===== src/verilog/ifpc_cfg.svh =====
// ifpc_cfg.svh: offsets, reset values, field positions and counts
// assumes: included by bare name from the package and the pipeline core
`ifndef IFPC_CFG_SVH
`define IFPC_CFG_SVH
`define IFPC_PC_W        10
`define IFPC_PAGE_LSB    8
`define IFPC_ALU_W       8
`define IFPC_ADDR_W      4
`define IFPC_PCL_OFS     4'h0
`define IFPC_PCH_OFS     4'h1
`define IFPC_STAT_OFS    4'h2
`define IFPC_ACC_OFS     4'h3
`define IFPC_RESET_VEC   10'h000
`define IFPC_PC_MAX      10'h3FF
`define IFPC_STACK_DEPTH 6
`define IFPC_SP_W        3
`define IFPC_INSN_W      15
`endif


===== src/verilog/ifpc_pkg.sv =====
// ifpc_pkg.sv: types shared by the fetch/pc core and its alu
// assumes: ifpc_cfg.svh on the include path
`include "ifpc_cfg.svh"
package ifpc_pkg;
  typedef enum logic [3:0] {
    PH_T1 = 4'b0001,
    PH_T2 = 4'b0010,
    PH_T3 = 4'b0100,
    PH_T4 = 4'b1000
  } ifpc_phase_type;

  typedef enum logic [2:0] {
    ALU_ADD = 3'h0,
    ALU_SUB = 3'h1,
    ALU_AND = 3'h2,
    ALU_OR  = 3'h3,
    ALU_XOR = 3'h4,
    ALU_RL  = 3'h5,
    ALU_INC = 3'h6,
    ALU_DEC = 3'h7
  } ifpc_aluop_type;

  // one decoded control request from the execute stage
  typedef struct packed {
    logic                     jump;
    logic                     call;
    logic                     intr;
    logic                     ret;
    logic                     skip;
    logic                     alu_en;
    ifpc_aluop_type           alu_op;
    logic [`IFPC_ALU_W-1:0]   alu_b;
    logic [`IFPC_PC_W-1:0]    target;
  } ifpc_exec_type;

  typedef struct packed {
    logic [`IFPC_ALU_W-1:0] res;
    logic                   zero;
    logic                   carry;
  } ifpc_alu_type;
endpackage


===== src/verilog/ifpc_core.sv =====
// ifpc_core.sv: phase generator, fetch/execute pipeline, program counter
// assumes: program memory answers combinationally from prog_addr;
// execute requests held stable through T4 of each instruction cycle
//
// The address map and strobed register access are this design's own decisions.
`include "ifpc_cfg.svh"
module ifpc_core (
  // clock and reset
  input  wire logic                     clk,
  input  wire logic                     rst_n,
  // register port
  input  wire logic [`IFPC_ADDR_W-1:0]  reg_addr,
  input  wire logic [`IFPC_ALU_W-1:0]   reg_wdata,
  input  wire logic                     reg_wr,
  input  wire logic                     reg_rd,
  output logic      [`IFPC_ALU_W-1:0]   reg_rdata,
  // program memory
  output logic      [`IFPC_PC_W-1:0]    prog_addr,
  input  wire logic [`IFPC_INSN_W-1:0]  prog_data,
  // execute stage
  input  wire ifpc_pkg::ifpc_exec_type  exec_req,
  output logic      [`IFPC_INSN_W-1:0]  exec_insn,
  output logic                          exec_valid,
  output logic      [3:0]               phase
);
  //**************************************************
  // state
  //**************************************************
  typedef struct packed {
    ifpc_pkg::ifpc_phase_type                       ph;
    logic [`IFPC_PC_W-1:0]                          pc;
    logic [`IFPC_INSN_W-1:0]                        ir;
    logic [`IFPC_INSN_W-1:0]                        pf;
    logic                                           irv;
    logic                                           dummy;
    logic [`IFPC_ALU_W-1:0]                         acc;
    logic                                           zf;
    logic                                           cf;
    logic [`IFPC_SP_W-1:0]                          sp;
    logic [`IFPC_STACK_DEPTH-1:0][`IFPC_PC_W-1:0]   stk;
    logic                                           pcl_pend;
    logic [`IFPC_ALU_W-1:0]                         pcl_val;
    logic [`IFPC_ALU_W-1:0]                         rdata;
  } ifpc_state_type;

  ifpc_state_type st_ff;
  ifpc_state_type nxt_st;
  ifpc_pkg::ifpc_alu_type alu_y;

  function automatic logic [`IFPC_PC_W-1:0] pc_inc(
      input logic [`IFPC_PC_W-1:0] p);
    // an explicit compare returns the top address to the reset vector, zero
    pc_inc = (p == `IFPC_PC_MAX) ? `IFPC_RESET_VEC : p + 10'h001;
  endfunction

  function automatic logic [`IFPC_PC_W-1:0] page_jump(
      input logic [`IFPC_PC_W-1:0] p,
      input logic [`IFPC_ALU_W-1:0] lo);
    page_jump = {p[`IFPC_PC_W-1:`IFPC_PAGE_LSB], lo};
  endfunction

  ifpc_alu u_alu (
    .a  (st_ff.acc),
    .b  (exec_req.alu_b),
    .op (exec_req.alu_op),
    .y  (alu_y)
  );

  //**************************************************
  // next state
  //**************************************************
  always_comb begin
    logic redirect;
    logic [`IFPC_PC_W-1:0] dest;
    redirect = 1'b0;
    dest     = st_ff.pc;
    nxt_st   = st_ff;
    // phases rotate one per clock
    case (st_ff.ph)
      ifpc_pkg::PH_T1: nxt_st.ph = ifpc_pkg::PH_T2;
      ifpc_pkg::PH_T2: nxt_st.ph = ifpc_pkg::PH_T3;
      ifpc_pkg::PH_T3: nxt_st.ph = ifpc_pkg::PH_T4;
      ifpc_pkg::PH_T4: nxt_st.ph = ifpc_pkg::PH_T1;
      default:         nxt_st.ph = ifpc_pkg::PH_T1;
    endcase
    // software access; a low byte write is latched until cycle end
    nxt_st.rdata = 8'h00;
    if (reg_rd) begin
      if (reg_addr == `IFPC_PCL_OFS) begin
        nxt_st.rdata = st_ff.pc[`IFPC_ALU_W-1:0];
      end else if (reg_addr == `IFPC_PCH_OFS) begin
        nxt_st.rdata = {6'h00, st_ff.pc[`IFPC_PC_W-1:`IFPC_PAGE_LSB]};
      end else if (reg_addr == `IFPC_STAT_OFS) begin
        nxt_st.rdata = {3'h0, st_ff.dummy, st_ff.irv, 1'b0,
                        st_ff.cf, st_ff.zf};
      end else if (reg_addr == `IFPC_ACC_OFS) begin
        nxt_st.rdata = st_ff.acc;
      end
    end
    if (reg_wr && reg_addr == `IFPC_PCL_OFS) begin
      nxt_st.pcl_pend = 1'b1;
      nxt_st.pcl_val  = reg_wdata;
    end else if (reg_wr && reg_addr == `IFPC_ACC_OFS) begin
      nxt_st.acc = reg_wdata;
    end
    // execute in T4 of the cycle after fetch; alu result held to end
    if (st_ff.ph == ifpc_pkg::PH_T4 && st_ff.irv && !st_ff.dummy) begin
      if (exec_req.alu_en) begin
        nxt_st.acc = alu_y.res;
        nxt_st.zf  = alu_y.zero;
        nxt_st.cf  = alu_y.carry;
      end
      if (exec_req.jump) begin
        redirect = 1'b1;
        dest     = exec_req.target;
      end else if (exec_req.call || exec_req.intr) begin
        redirect = 1'b1;
        dest     = exec_req.target;
        // overflow past six levels overwrites the deepest entry
        // pc already sits past the prefetch, so the return word is pc-1
        if (st_ff.sp < 3'(`IFPC_STACK_DEPTH)) begin
          nxt_st.stk[st_ff.sp] = st_ff.pc - 10'h001;
          nxt_st.sp = st_ff.sp + 3'h1;
        end else begin
          nxt_st.stk[`IFPC_STACK_DEPTH-1] = st_ff.pc - 10'h001;
        end
      end else if (exec_req.ret) begin
        redirect = 1'b1;
        if (st_ff.sp != 3'h0) begin
          dest      = st_ff.stk[st_ff.sp - 3'h1];
          nxt_st.sp = st_ff.sp - 3'h1;
        end
      end else if (exec_req.skip) begin
        redirect = 1'b1;
        dest     = st_ff.pc;
      end
    end
    // a low byte write in the same cycle as a branch loses to it
    if (st_ff.ph == ifpc_pkg::PH_T4 && !redirect
        && (st_ff.pcl_pend || (reg_wr && reg_addr == `IFPC_PCL_OFS))) begin
      redirect = 1'b1;
      dest     = page_jump(st_ff.pc, st_ff.pcl_pend ? st_ff.pcl_val
                                                    : reg_wdata);
    end
    if (st_ff.ph == ifpc_pkg::PH_T4) begin
      nxt_st.pcl_pend = 1'b0;
      if (redirect) begin
        // prefetched word is dropped; next cycle is a dummy
        nxt_st.pc    = dest;
        nxt_st.dummy = 1'b1;
        nxt_st.irv   = 1'b0;
      end else begin
        nxt_st.dummy = 1'b0;
      end
    end
    // T1: latch word at pc and advance; it executes next cycle
    if (st_ff.ph == ifpc_pkg::PH_T1) begin
      nxt_st.ir  = st_ff.pf;
      nxt_st.pf  = prog_data;
      nxt_st.irv = 1'b1;
      nxt_st.pc  = pc_inc(st_ff.pc);
    end
    if (!rst_n) begin
      nxt_st       = '0;
      nxt_st.ph    = ifpc_pkg::PH_T1;
      nxt_st.pc    = `IFPC_RESET_VEC;
      nxt_st.dummy = 1'b1;
    end
  end

  always_ff @(posedge clk) begin
    st_ff <= nxt_st;
  end

  //**************************************************
  // outputs
  //**************************************************
  // execute view is only valid in T2..T4; dummy cycles show invalid
  always_comb begin
    reg_rdata  = st_ff.rdata;
    prog_addr  = st_ff.pc;
    exec_insn  = st_ff.ir;
    exec_valid = st_ff.irv && !st_ff.dummy
                 && st_ff.ph != ifpc_pkg::PH_T1;
    phase      = st_ff.ph;
  end
endmodule


===== src/verilog/ifpc_alu.sv =====
// ifpc_alu.sv: 8-bit combinational alu for the execute stage
// assumes: operands stable during the execute phases
`include "ifpc_cfg.svh"
module ifpc_alu (
  // operands
  input  wire logic [`IFPC_ALU_W-1:0] a,
  input  wire logic [`IFPC_ALU_W-1:0] b,
  input  wire ifpc_pkg::ifpc_aluop_type op,
  // result
  output ifpc_pkg::ifpc_alu_type     y
);
  logic [`IFPC_ALU_W:0] wide;

  always_comb begin
    wide = '0;
    case (op)
      ifpc_pkg::ALU_ADD: wide = {1'b0, a} + {1'b0, b};
      ifpc_pkg::ALU_SUB: wide = {1'b0, a} - {1'b0, b};
      ifpc_pkg::ALU_AND: wide = {1'b0, a & b};
      ifpc_pkg::ALU_OR:  wide = {1'b0, a | b};
      ifpc_pkg::ALU_XOR: wide = {1'b0, a ^ b};
      ifpc_pkg::ALU_RL:  wide = {a[7], a[6:0], a[7]};
      ifpc_pkg::ALU_INC: wide = {1'b0, a} + 9'h001;
      ifpc_pkg::ALU_DEC: wide = {1'b0, a} - 9'h001;
      default:           wide = '0;
    endcase
    y.res   = wide[`IFPC_ALU_W-1:0];
    y.carry = wide[`IFPC_ALU_W];
    y.zero  = (wide[`IFPC_ALU_W-1:0] == 8'h00);
  end
endmodule


===== config.mk =====
export PLATFORM = sky130hd
export DESIGN_NAME = ifpc_core
export DESIGN_NICKNAME = d
export VERILOG_FILES = /design/src/verilog/ifpc_pkg.sv /design/src/verilog/ifpc_core.sv /design/src/verilog/ifpc_alu.sv
export VERILOG_INCLUDE_DIRS = /design/src /design/src/verilog
export SDC_FILE = /design/constraint.sdc
export NUM_CORES = 1
export LEC_CHECK = 0
export ABC_AREA = 1
export BUFFER_PORTS_ARGS = -buffer_cell sky130_fd_sc_hd__clkbuf_2
export CAP_MARGIN = 20
export CORE_AREA = 5 5 173 175
export CTS_BUF_LIST = sky130_fd_sc_hd__clkbuf_4 sky130_fd_sc_hd__clkbuf_8
export DETAILED_ROUTE_END_ITERATION = 8
export DIE_AREA = 0 0 178 180
export PLACE_DENSITY = 0.55
export SLEW_MARGIN = 0
export SYNTH_ARGS = -nofsm -noshare
export SYNTH_HDL_FRONTEND = slang
export SYNTH_SLANG_ARGS = --single-unit
export TNS_END_PERCENT = 100

===== constraint.sdc =====
create_clock -name clk -period 4.7 [get_ports clk]
set_input_delay 0.47 -clock clk [delete_from_list [all_inputs] [get_ports clk]]
set_output_delay 0.47 -clock clk [all_outputs]
set_load 0.01 [all_outputs]

==> out/metrics.json, run 1 <==
{
  "internal_power": {"value": 1940, "unit": "uW"},
  "synth_most_common_cell": {"value": "sky130_fd_sc_hd__nand2_1"},
  "timing.fmax": {"value": 0.333, "unit": "GHz"},
  "area_grow_syn2layout": {"value": 10.3, "unit": "%"},
  "synthTopCellsByArea": {"value": "sky130_fd_sc_hd__dfxtp_1 (34%), sky130_fd_sc_hd__nand2_1 (9.7%), sky130_fd_sc_hd__o21ai_0 (9.4%)"},
  "tritoncts_clock_tree": {"value": "yes"},
  "drt-vias-per-instance": {"value": 4.76},
  "clk_latency": {"value": 0.47, "unit": "ns"},
  "detail_route.iter0.violations": {"value": 612},
  "rsz0062_at_grt": {"value": "no"},
  "cts_inserted_buffers": {"value": 17},
  "instances_no_fill": {"value": 1603},
  "type_of_origin_of_the_critical_path": {"value": "flop"},
  "finClkSkew": {"value": 0.0204, "unit": "ns"},
  "r2r_setup_slack": {"value": 1.70, "unit": "ns"},
  "synth_area_per_cell": {"value": 6.85, "unit": "um^2"},
  "clock_transition_at_the_register_clock_pins_on_the_worst_setup_and_hold_paths_after_cts": {"value": 0.11, "unit": "ns"},
  "final_max_slew_viol_count": {"value": 0},
  "count_of_final_hold_check_violations": {"value": 0},
  "grt_start_max_net_pins": {"value": 66},
  "synth_sequential_area_ratio": {"value": 0.338},
  "synth_top_family_by_area": {"value": "simple AND/OR/NAND/NOR gates"},
  "groute.layer.met3.usage": {"value": 0.0389},
  "yosysTopAreaCell": {"value": "sky130_fd_sc_hd__dfxtp_1"},
  "synthesis.instances": {"value": 1177},
  "sw_frac_of_total": {"value": 0.415},
  "coreArea": {"value": 28300, "unit": "um^2"},
  "power.density_cell_area": {"value": 373, "unit": "nW/um^2"},
  "final.period_utilization": {"value": 0.639},
  "grt_pass1_vias": {"value": 7154},
  "irDropWorstVdd": {"value": 237, "unit": "uV"},
  "postSynth.asyncResetShare": {"value": 0},
  "crit_type": {"value": "flop to flop"},
  "ys.flop_type": {"value": "sky130_fd_sc_hd__dfxtp_1"},
  "worstPathArrival": {"value": 3.39, "unit": "ns"},
  "number_of_synthesized_flops_with_an_enable_pin": {"value": 0},
  "drc_errors": {"value": 0},
  "grt_most_used_layer": {"value": "met2"},
  "num_rows": {"value": 62},
  "yosys.area_share.xor_xnor": {"value": 0.0216},
  "grt_pass1_wl": {"value": 39200, "unit": "um"},
  "antenna_cells_inserted": {"value": 0},
  "grt_util_met1": {"value": 0.219},
  "required": {"value": 5.08, "unit": "ns"},
  "cts-root-to-sink-buffers": {"value": 2},
  "drt_pre_antenna_iters": {"value": 5},
  "grt_antenna_before_repair": {"value": 1},
  "yosys_register_bits": {"value": 136},
  "dp_cells": {"value": 1571},
  "grt_util_all_layers": {"value": 0.153},
  "p_total": {"value": 3320, "unit": "uW"},
  "leakagePower": {"value": 0.00392, "unit": "uW"},
  "die_area": {"value": 32000, "unit": "um^2"},
  "synth.yosys.warnings": {"value": 0},
  "met2_usage": {"value": 0.222},
  "numPortBuffers": {"value": 95},
  "synth_top_cell_area_share": {"value": 0.338},
  "detailed_place_hpwl": {"value": 18700, "unit": "um"},
  "drive_gt1_frac": {"value": 0.148},
  "synthSimpleGateAreaFrac": {"value": 0.252},
  "num_vias": {"value": 7637},
  "outcome": {"value": "completed"},
  "synth-compound-area-share": {"value": 0.207},
  "cts_repair_resize_count": {"value": 0},
  "ys_top_cells_by_count": {"value": "sky130_fd_sc_hd__nand2_1 (208), sky130_fd_sc_hd__o21ai_0 (152), sky130_fd_sc_hd__dfxtp_1 (136), sky130_fd_sc_hd__nor2_1 (128), sky130_fd_sc_hd__inv_1 (123)"},
  "tightestPinTransition": {"value": 1.03, "unit": "ns"},
  "critical_path_capture_point_type": {"value": "flop"},
  "synth.area.mux_share": {"value": 0},
  "drt-total-wl": {"value": 24900, "unit": "um"},
  "period_minus_slack": {"value": 3.00, "unit": "ns"},
  "h-tree-depth": {"value": 4},
  "netlist-cell-type-count": {"value": 47},
  "power_switching": {"value": 1380, "unit": "uW"},
  "die-width": {"value": 178, "unit": "um"},
  "sinks_on_clock_net": {"value": 136},
  "cts_hold_repair.buffers": {"value": 0},
  "die_y": {"value": 180, "unit": "um"},
  "final_net_count": {"value": 1296},
  "finalSetupTns": {"value": 0, "unit": "ns"},
  "mappedNetlistNets": {"value": 1267},
  "ios": {"value": 96},
  "timing.max_slew.rel_slack": {"value": 0.309},
  "cp_max_fo": {"value": 22},
  "hold_class": {"value": "input port to flop"},
  "adder_and_majority_cell_fraction_of_the_synthesized_area": {"value": 0.0506},
  "finalSetupViolations": {"value": 0},
  "combinationalPowerShare": {"value": 0.296},
  "postRouteAntennaNets": {"value": 0},
  "post-cts-setup-buffer-count": {"value": 0},
  "mappedNetlistArea": {"value": 8070, "unit": "um^2"},
  "hold-worst-slack": {"value": 0.244, "unit": "ns"},
  "wl_per_cell": {"value": 15.5, "unit": "um"},
  "seqPwrFrac": {"value": 0.411},
  "grt_overflow": {"value": 0},
  "clock-root-buffer": {"value": "sky130_fd_sc_hd__clkbuf_8"},
  "finalWeightedCongestion": {"value": 0.896},
  "max_cap_viol_count": {"value": 0},
  "power_frac_clock": {"value": 0.293},
  "initial_core_util": {"value": 0.285}
}
==> final timing paths <==
check	from	end	cells past startpoint
max	st_ff[77]	prog_addr[5]	10
min	prog_data[13]	st_ff[105]	3
max reg2reg	st_ff[77]	prog_addr[5]	10
min reg2reg	st_ff[14]	st_ff[14]	2
==> cell type report <==
| cell class | instances | area [um^2] |
|---|---|---|
| clock buffer | 17 | 234 |
| sequential | 136 | 2720 |
| timing repair buffer | 100 | 513 |
| fill | 3141 | 19400 |
| clock inverter | 15 | 153 |
| inverter | 135 | 509 |
| tap | 384 | 480 |
| multi-input combinational | 816 | 4280 |
==> metal layers <==
layer | wire length (um) | share of wire
met1 | 12100 | 0.49
met5 | 11 | 0.00044
met4 | 709 | 0.028
met3 | 1440 | 0.058
met2 | 10600 | 0.43
==> cells in the final DEF, fill, tap and decap left out, drive strengths merged <==
cell type  Yosys  final
a41oi          1      1
o21bai         2      2
nand4         11     11
inv          131    143
xnor2          2      2
nor4           1      1
o2bb2ai        1      1
o22ai          3      3
nor3          15     15
a211oi        15     15
dfxtp        136    136
o21ai        157    157
or2            3      3
o221ai         1      1
nand3         63     63
a21boi         1      1
a31oi          1      1
nor2         139    139
xor2          17     17
a21oi        117    117
fa             1      1
o211a          1      1
ha            31     31
clkbuf        21    112
buf           69      5
nand2        220    220
o211ai         8      8
o31ai          1      1
nand3b         4      4
clkinv         4      7
==> stage by stage <==
stage | utilization | setup slack [ns] | area [um^2]
2_1_floorplan | - | 2.10 | 8070
3_3_place_gp | 0.300 | 1.23 | 8510
3_5_place_dp | 0.300 | 1.27 | 8510
4_1_cts | 0.314 | 1.70 | 8890
5_1_grt | 0.314 | 1.39 | 8890
6_report | 0.314 | 1.70 | 8890
==> worst max-delay path: stages (launching register included) <==
cell	delay, ns
sky130_fd_sc_hd__dfxtp_1	0.32
sky130_fd_sc_hd__inv_1	0.60
sky130_fd_sc_hd__ha_1	0.74
sky130_fd_sc_hd__clkinv_1	0.47
sky130_fd_sc_hd__a21oi_1	0.24
sky130_fd_sc_hd__a21oi_1	0.10
sky130_fd_sc_hd__nand2_1	0.10
sky130_fd_sc_hd__o21ai_0	0.10
sky130_fd_sc_hd__nand3_1	0.08
sky130_fd_sc_hd__nand2_1	0.06
sky130_fd_sc_hd__a21oi_1	0.11
==> cells by family (layout without fill, tap and decap cells) <==
| kind of cell | after synthesis | in the layout |
|---|---|---|
| AOI/OAI and AO/OA | 309 | 309 |
| xor gates and xnor gates | 19 | 19 |
| adders and majority gates | 32 | 32 |
| buffers and inverters | 225 | 267 |
| DFF | 136 | 136 |
| and+or+nand+nor | 456 | 456 |
==> power by group through the flow <==
stage | Clock [uW] | Combinational [uW] | Sequential (uW)
floorplan | 0 | 747 | 1330
global placement | 0 | 981 | 1390
detailed placement | 0 | 982 | 1390
CTS | 989 | 986 | 1370
global route | 1040 | 1100 | 1380
finish | 971 | 983 | 1370
(Power assumes the default switching activity.)
==> inputs of run 2 (changes only) <==
PLACE_DENSITY = 0.57   (was 0.55)
clock period = 2.55 ns   (was 4.7 ns; I/O delays follow)
==> out/metrics.json, run 2 (synthesis results as in run 1) <==
{
  "outcome": {"value": "completed"},
  "crit_chain": {"value": "inv_1 -> ha_1 -> clkinv_1 -> a21oi_1 -> a21oi_1 -> nand2_1 -> o21ai_0 -> nand3_1 -> nand2_1 -> a21oi_1"},
  "drc_errors": {"value": 0},
  "min-delay-start": {"value": "prog_data[8]"},
  "cp_top_family": {"value": "compound AO/OA/AOI/OAI gates"},
  "timing.critical_path.buf_inv": {"value": 2},
  "timing.max_slew.rel_slack": {"value": 0.557},
  "wl_per_cell": {"value": 14.8, "unit": "um"},
  "finalWeightedCongestion": {"value": 0.898},
  "postRouteAntennaNets": {"value": 0},
  "worst-path-stages": {"value": 10},
  "ios": {"value": 96},
  "critical_path_cell_with_the_highest_stage_delay": {"value": "sky130_fd_sc_hd__dfxtp_1"},
  "type_of_origin_of_the_critical_path": {"value": "flop"},
  "required": {"value": 2.93, "unit": "ns"},
  "leakagePower": {"value": 0.00407, "unit": "uW"},
  "hold_class": {"value": "input port to flop"},
  "cts_inserted_buffers": {"value": 17},
  "reg2reg_depth": {"value": 10},
  "sinks_on_clock_net": {"value": 136},
  "layout.cells.most_common_list": {"value": "sky130_fd_sc_hd__nand2_1 (208), sky130_fd_sc_hd__o21ai_0 (152), sky130_fd_sc_hd__dfxtp_1 (136), sky130_fd_sc_hd__nor2_1 (128), sky130_fd_sc_hd__inv_1 (123)"},
  "num_rows": {"value": 62},
  "tightestPinTransition": {"value": 0.663, "unit": "ns"},
  "reg2reg_to": {"value": "prog_addr[7]"},
  "drt-total-wl": {"value": 24200, "unit": "um"},
  "clk_latency": {"value": 0.45, "unit": "ns"},
  "num_vias": {"value": 7655},
  "power.density_cell_area": {"value": 688, "unit": "nW/um^2"},
  "coreArea": {"value": 28300, "unit": "um^2"},
  "initial_core_util": {"value": 0.285},
  "dpl-instance-area": {"value": 8730, "unit": "um^2"},
  "cts-root-to-sink-buffers": {"value": 2},
  "drt-vias-per-instance": {"value": 4.70},
  "final.period_utilization": {"value": 0.895},
  "grt_pass1_wl": {"value": 38900, "unit": "um"},
  "timing.fmax": {"value": 0.438, "unit": "GHz"},
  "clock-root-buffer": {"value": "sky130_fd_sc_hd__clkbuf_8"},
  "worstPathArrival": {"value": 2.66, "unit": "ns"},
  "final_util": {"value": 0.324},
  "detailed_place_hpwl": {"value": 18000, "unit": "um"},
  "grt_antenna_before_repair": {"value": 2},
  "critical_path_capture_point_type": {"value": "flop"},
  "final_max_slew_viol_count": {"value": 0},
  "finalSetupViolations": {"value": 0},
  "period_minus_slack": {"value": 2.28, "unit": "ns"},
  "clock_transition_at_the_register_clock_pins_on_the_worst_setup_and_hold_paths_after_cts": {"value": 0.09, "unit": "ns"},
  "die_area": {"value": 32000, "unit": "um^2"},
  "h-tree-depth": {"value": 4},
  "drt_pre_antenna_iters": {"value": 5},
  "r2r_setup_slack": {"value": 0.27, "unit": "ns"},
  "dp_slack": {"value": -0.0122, "unit": "ns"},
  "worst_path_largest_cell_delay": {"value": 0.44, "unit": "ns"},
  "max_cap_viol_count": {"value": 0},
  "rsz0062_at_grt": {"value": "no"},
  "min_delay_worst_endpoint": {"value": "st_ff[100]"},
  "r2r-start": {"value": "st_ff[78]"},
  "post-cts-setup-buffer-count": {"value": 0},
  "grt_util_all_layers": {"value": 0.151},
  "layout.cells.most_common": {"value": "sky130_fd_sc_hd__nand2_1"},
  "die-width": {"value": 178, "unit": "um"},
  "cts_hold_repair.buffers": {"value": 0},
  "drive_gt1_frac": {"value": 0.169},
  "area_grow_syn2layout": {"value": 13.8, "unit": "%"},
  "grt_pass1_vias": {"value": 7299},
  "layout.cell_area.non_filler": {"value": 9180, "unit": "um^2"},
  "antenna_cells_inserted": {"value": 0},
  "worstHoldPathCells": {"value": 3},
  "final_net_count": {"value": 1323},
  "tritoncts_clock_tree": {"value": "yes"},
  "finClkSkew": {"value": 0.0204, "unit": "ns"},
  "path_common_cell": {"value": "sky130_fd_sc_hd__a21oi_1"},
  "grt_overflow": {"value": 0},
  "numPortBuffers": {"value": 95},
  "detail_route.iter0.violations": {"value": 526},
  "die_y": {"value": 180, "unit": "um"},
  "cp_max_fo": {"value": 9},
  "count_of_final_hold_check_violations": {"value": 0},
  "crit_type": {"value": "flop to flop"},
  "irDropWorstVdd": {"value": 381, "unit": "uV"},
  "timing.final.ws_setup": {"value": 0.268, "unit": "ns"},
  "grt_start_max_net_pins": {"value": 71}
}
==> run 2: cell types whose count changed in the layout (fill, tap and decap cells not counted), moves of 2 or more <==
cell and delta:
sky130_fd_sc_hd__buf_4 +25, sky130_fd_sc_hd__inv_8 -5, sky130_fd_sc_hd__bufinv_16 +3, sky130_fd_sc_hd__clkinvlp_4 +3, sky130_fd_sc_hd__buf_12 +2
==> run 2: worst max-delay path by stage <==
stage                         endpoint    startpoint  slack [ns]
after floorplan              st_ff[80]  exec_req[19]        0.16
after global placement       st_ff[81]  exec_req[11]        0.05
after detailed placement     st_ff[81]  exec_req[20]       -0.01
after CTS                   exec_valid      phase[3]        0.12
after global routing         st_ff[81]  exec_req[10]        0.07
final                     prog_addr[7]     st_ff[78]        0.27
==> run 2: area by class of cell <==
| cell class | instances | area [um^2] |
|---|---|---|
| clock inverters | 13 | 180 |
| flip-flops and latches | 136 | 2720 |
| clock buffers | 19 | 255 |
| fillers | 3065 | 19100 |
| multi-input cells | 816 | 4290 |
| inverters | 135 | 513 |
| repair buffers | 127 | 741 |
| well taps | 384 | 480 |
==> run 2: what timing repair did <==
| action | CTS | global route |
|---|---|---|
| hold endpoints to repair | 0 | 0 |
| setup endpoints to repair | 0 | 1 |
| resized for setup | 0 | 2 |
==> run 2: tightest hold or removal path, cell delays in order <==
cell and delay (ns):
sky130_fd_sc_hd__clkbuf_2 0.07, sky130_fd_sc_hd__o21ai_0 0.07, sky130_fd_sc_hd__nor2_1 0.08
==> run 2: through the flow <==
step | TNS [ns] | instances | power, uW | hold slack (ns)
4_1_cts | 0 | 1630 | 6370 | 0.0182
3_5_place_dp | -0.0122 | 1598 | 4370 | 0.441
2_1_floorplan | 0 | 1177 | 3830 | 0.384
5_1_grt | 0 | 1630 | 6710 | 0.0365
6_report | 0 | 1630 | 6320 | 0.0523
3_3_place_gp | 0 | 1598 | 4370 | 0.434
==> run 2: layer usage <==
layer,track usage,share of wire
met1,0.216,0.49
met2,0.224,0.42
met3,0.0338,0.061
met4,0.0480,0.025
met5,0,0.00079
==> run 2: power by group <==
part / switching (uW) / total, uW / internal (uW) / leakage (uW)
sequential: 179 / 2490 / 2310 / 0.00111
combinational: 1270 / 1840 / 574 / 0.00275
clock: 947 / 1980 / 1040 / 0.000216
==> inputs of run 3 (changes only) <==
CORE_AREA = 5 5 177 179   (was 5 5 173 175)
DIE_AREA = 0 0 182 184   (was 0 0 178 180)
SYNTH_HIERARCHICAL = 1   (was unset)
==> out/metrics.json, run 3 <==
{
  "synth_most_common_cell": {"value": "sky130_fd_sc_hd__nand2_1"},
  "grt_pass1_vias": {"value": 7568},
  "required": {"value": 2.96, "unit": "ns"},
  "worstPathArrival": {"value": 2.62, "unit": "ns"},
  "cp_top_family": {"value": "simple AND/OR/NAND/NOR gates"},
  "crit_type": {"value": "flop to flop"},
  "critical_path_cell_with_the_highest_stage_delay": {"value": "sky130_fd_sc_hd__nand3_1"},
  "number_of_synthesized_flops_with_an_enable_pin": {"value": 0},
  "synth_sequential_area_ratio": {"value": 0.323},
  "coreArea": {"value": 29400, "unit": "um^2"},
  "hold_class": {"value": "input port to flop"},
  "outcome": {"value": "completed"},
  "power_switching": {"value": 2400, "unit": "uW"},
  "synthesis.instances": {"value": 1300},
  "finClkSkew": {"value": 0.0159, "unit": "ns"},
  "leakagePower": {"value": 0.00449, "unit": "uW"},
  "yosysTopAreaCell": {"value": "sky130_fd_sc_hd__dfxtp_1"},
  "ios": {"value": 96},
  "mappedNetlistArea": {"value": 8440, "unit": "um^2"},
  "synth_top_cell_area_share": {"value": 0.323},
  "detail_route.iter0.violations": {"value": 516},
  "sw_frac_of_total": {"value": 0.358},
  "layout.cells.most_common": {"value": "sky130_fd_sc_hd__nand2_1"},
  "irDropWorstVdd": {"value": 334, "unit": "uV"},
  "grt_pass1_wl": {"value": 40000, "unit": "um"},
  "clock_transition_at_the_register_clock_pins_on_the_worst_setup_and_hold_paths_after_cts": {"value": 0.08, "unit": "ns"},
  "rsz0062_at_grt": {"value": "no"},
  "postSynth.asyncResetShare": {"value": 0},
  "final_max_slew_viol_count": {"value": 0},
  "count_of_final_hold_check_violations": {"value": 0},
  "detailed_place_hpwl": {"value": 19100, "unit": "um"},
  "timing.fmax": {"value": 0.452, "unit": "GHz"},
  "netlist-cell-type-count": {"value": 47},
  "tightestPinTransition": {"value": 0.658, "unit": "ns"},
  "max_cap_viol_count": {"value": 0},
  "worst_path_largest_cell_delay": {"value": 0.34, "unit": "ns"},
  "tritoncts_clock_tree": {"value": "yes"},
  "cp_max_fo": {"value": 13},
  "clk_latency": {"value": 0.45, "unit": "ns"},
  "sinks_on_clock_net": {"value": 136},
  "internal_power": {"value": 4300, "unit": "uW"},
  "drt_pre_antenna_iters": {"value": 4},
  "die-width": {"value": 182, "unit": "um"},
  "die_area": {"value": 33500, "unit": "um^2"},
  "final.period_utilization": {"value": 0.868},
  "antenna_cells_inserted": {"value": 0},
  "p_total": {"value": 6690, "unit": "uW"},
  "drive_gt1_frac": {"value": 0.173},
  "cts_hold_repair.buffers": {"value": 0},
  "layout.cell_area.non_filler": {"value": 9680, "unit": "um^2"},
  "layout.cells.most_common_list": {"value": "sky130_fd_sc_hd__nand2_1 (308), sky130_fd_sc_hd__nor2_1 (183), sky130_fd_sc_hd__inv_1 (136), sky130_fd_sc_hd__dfxtp_1 (136), sky130_fd_sc_hd__o21ai_0 (123)"},
  "initial_core_util": {"value": 0.287},
  "grt_util_all_layers": {"value": 0.148},
  "h-tree-depth": {"value": 4},
  "drt-total-wl": {"value": 25000, "unit": "um"},
  "numPortBuffers": {"value": 95},
  "timing.max_slew.rel_slack": {"value": 0.560},
  "cts_inserted_buffers": {"value": 17},
  "die_y": {"value": 184, "unit": "um"},
  "power.density_cell_area": {"value": 692, "unit": "nW/um^2"},
  "combinationalPowerShare": {"value": 0.307},
  "synth_area_per_cell": {"value": 6.49, "unit": "um^2"},
  "mappedNetlistNets": {"value": 1390},
  "finalWeightedCongestion": {"value": 0.864},
  "synthTopCellsByArea": {"value": "sky130_fd_sc_hd__dfxtp_1 (32%), sky130_fd_sc_hd__nand2_1 (14%), sky130_fd_sc_hd__nor2_1 (8.1%)"},
  "type_of_origin_of_the_critical_path": {"value": "flop"},
  "dpl-instance-area": {"value": 9200, "unit": "um^2"},
  "crit_chain": {"value": "inv_1 -> buf_4 -> ha_1 -> inv_1 -> nand2_1 -> nand3_1 -> nor2_1 -> nor2_1 -> a21oi_1 -> nand2_1 -> nand3_1 -> nand2_1 -> inv_1"},
  "num_rows": {"value": 63},
  "critical_path_capture_point_type": {"value": "flop"},
  "grt_start_max_net_pins": {"value": 42},
  "post-cts-setup-buffer-count": {"value": 0},
  "seqPwrFrac": {"value": 0.372},
  "yosys_register_bits": {"value": 136},
  "postRouteAntennaNets": {"value": 0},
  "area_grow_syn2layout": {"value": 14.7, "unit": "%"},
  "grt_antenna_before_repair": {"value": 0},
  "drt-vias-per-instance": {"value": 4.54},
  "cts-root-to-sink-buffers": {"value": 2},
  "finalSetupViolations": {"value": 0},
  "ys_top_cells_by_count": {"value": "sky130_fd_sc_hd__nand2_1 (308), sky130_fd_sc_hd__nor2_1 (183), sky130_fd_sc_hd__dfxtp_1 (136), sky130_fd_sc_hd__inv_1 (136), sky130_fd_sc_hd__o21ai_0 (123)"},
  "num_vias": {"value": 8030},
  "synth.yosys.warnings": {"value": 6},
  "wl_per_cell": {"value": 14.2, "unit": "um"},
  "ys.flop_type": {"value": "sky130_fd_sc_hd__dfxtp_1"},
  "clock-root-buffer": {"value": "sky130_fd_sc_hd__clkbuf_8"},
  "final_net_count": {"value": 1457},
  "drc_errors": {"value": 0},
  "grt_overflow": {"value": 0},
  "timing.critical_path.buf_inv": {"value": 4},
  "cts_repair_resize_count": {"value": 0},
  "period_minus_slack": {"value": 2.21, "unit": "ns"},
  "power_frac_clock": {"value": 0.321}
}
[run 3: cell types whose count changed after synthesis, sizes merged, moves of 7 or more]
cell,previous run,this run
nor2,139,198
or2,3,13
xor2,17,10
clkbuf,21,29
a21oi,117,94
inv,131,147
o21ai,157,140
o211ai,8,1
a211oi,15,2
nand2,220,313
[run 3: logic make-up after synthesis]
kind of cell | share of synthesized area
flops | 0.323
mux | 0.00474
fa+ha+maj | 0.0483
simple gates | 0.328
compound gates | 0.151
xor+xnor | 0.0125
buf+inv | 0.133
[run 3: final timing paths]
kind / startpoint / to / slack, ns / depth (start not counted)
max: st_ff[77] / prog_addr[8] / 0.34 / 13
min: prog_data[1] / st_ff[93] / 0.06 / 3
max reg2reg: st_ff[77] / prog_addr[8] / 0.34 / 13
min reg2reg: st_ff[9] / st_ff[9] / 0.45 / 2
[run 3: tightest hold or removal path, cell delays in order]
cell	delay, ns
sky130_fd_sc_hd__clkbuf_2	0.07
sky130_fd_sc_hd__o21ai_0	0.07
sky130_fd_sc_hd__nor2_1	0.08
[run 3: cell type report]
| type | count | area [um^2] |
|---|---|---|
| fill | 3230 | 19700 |
| tap | 390 | 488 |
| multi-input combinational | 920 | 4600 |
| clock buffer | 18 | 248 |
| timing repair buffer | 143 | 836 |
| sequential | 136 | 2720 |
| clock inverter | 12 | 224 |
| inverter | 149 | 559 |
[run 3: metrics by stage]
| step | hold WS, ns | worst slack [ns] | setup TNS, ns | instances | util |
|---|---|---|---|---|---|
| global route | 0.0411 | 0.0502 | 0 | 1768 | 0.329 |
| finish | 0.0585 | 0.337 | 0 | 1768 | 0.329 |
| floorplan | 0.384 | 0.0999 | 0 | 1300 | - |
| CTS | 0.0279 | 0.314 | 0 | 1768 | 0.329 |
| detailed placement | 0.441 | -0.158 | -0.417 | 1738 | 0.313 |
| global placement | 0.438 | -0.106 | -0.184 | 1738 | 0.313 |
[run 3: power by group through the flow]
| stage | Combinational [uW] | Clock, uW | Sequential, uW |
|---|---|---|---|
| 3_5_place_dp | 2080 | 0 | 2540 |
| 5_1_grt | 2300 | 2290 | 2520 |
| 2_1_floorplan | 1470 | 0 | 2470 |
| 6_report | 2060 | 2150 | 2490 |
| 3_3_place_gp | 2070 | 0 | 2540 |
| 4_1_cts | 2090 | 2200 | 2490 |
[run 3: per-layer routing]
metal | vias to the layer above | wire, um | global-route usage
li1 | 4221 | - | -
met1 | 3619 | 11600 | 0.194
met2 | 167 | 11900 | 0.251
met3 | 23 | 1210 | 0.0305
met4 | 0 | 335 | 0.0375
met5 | - | 0 | 0
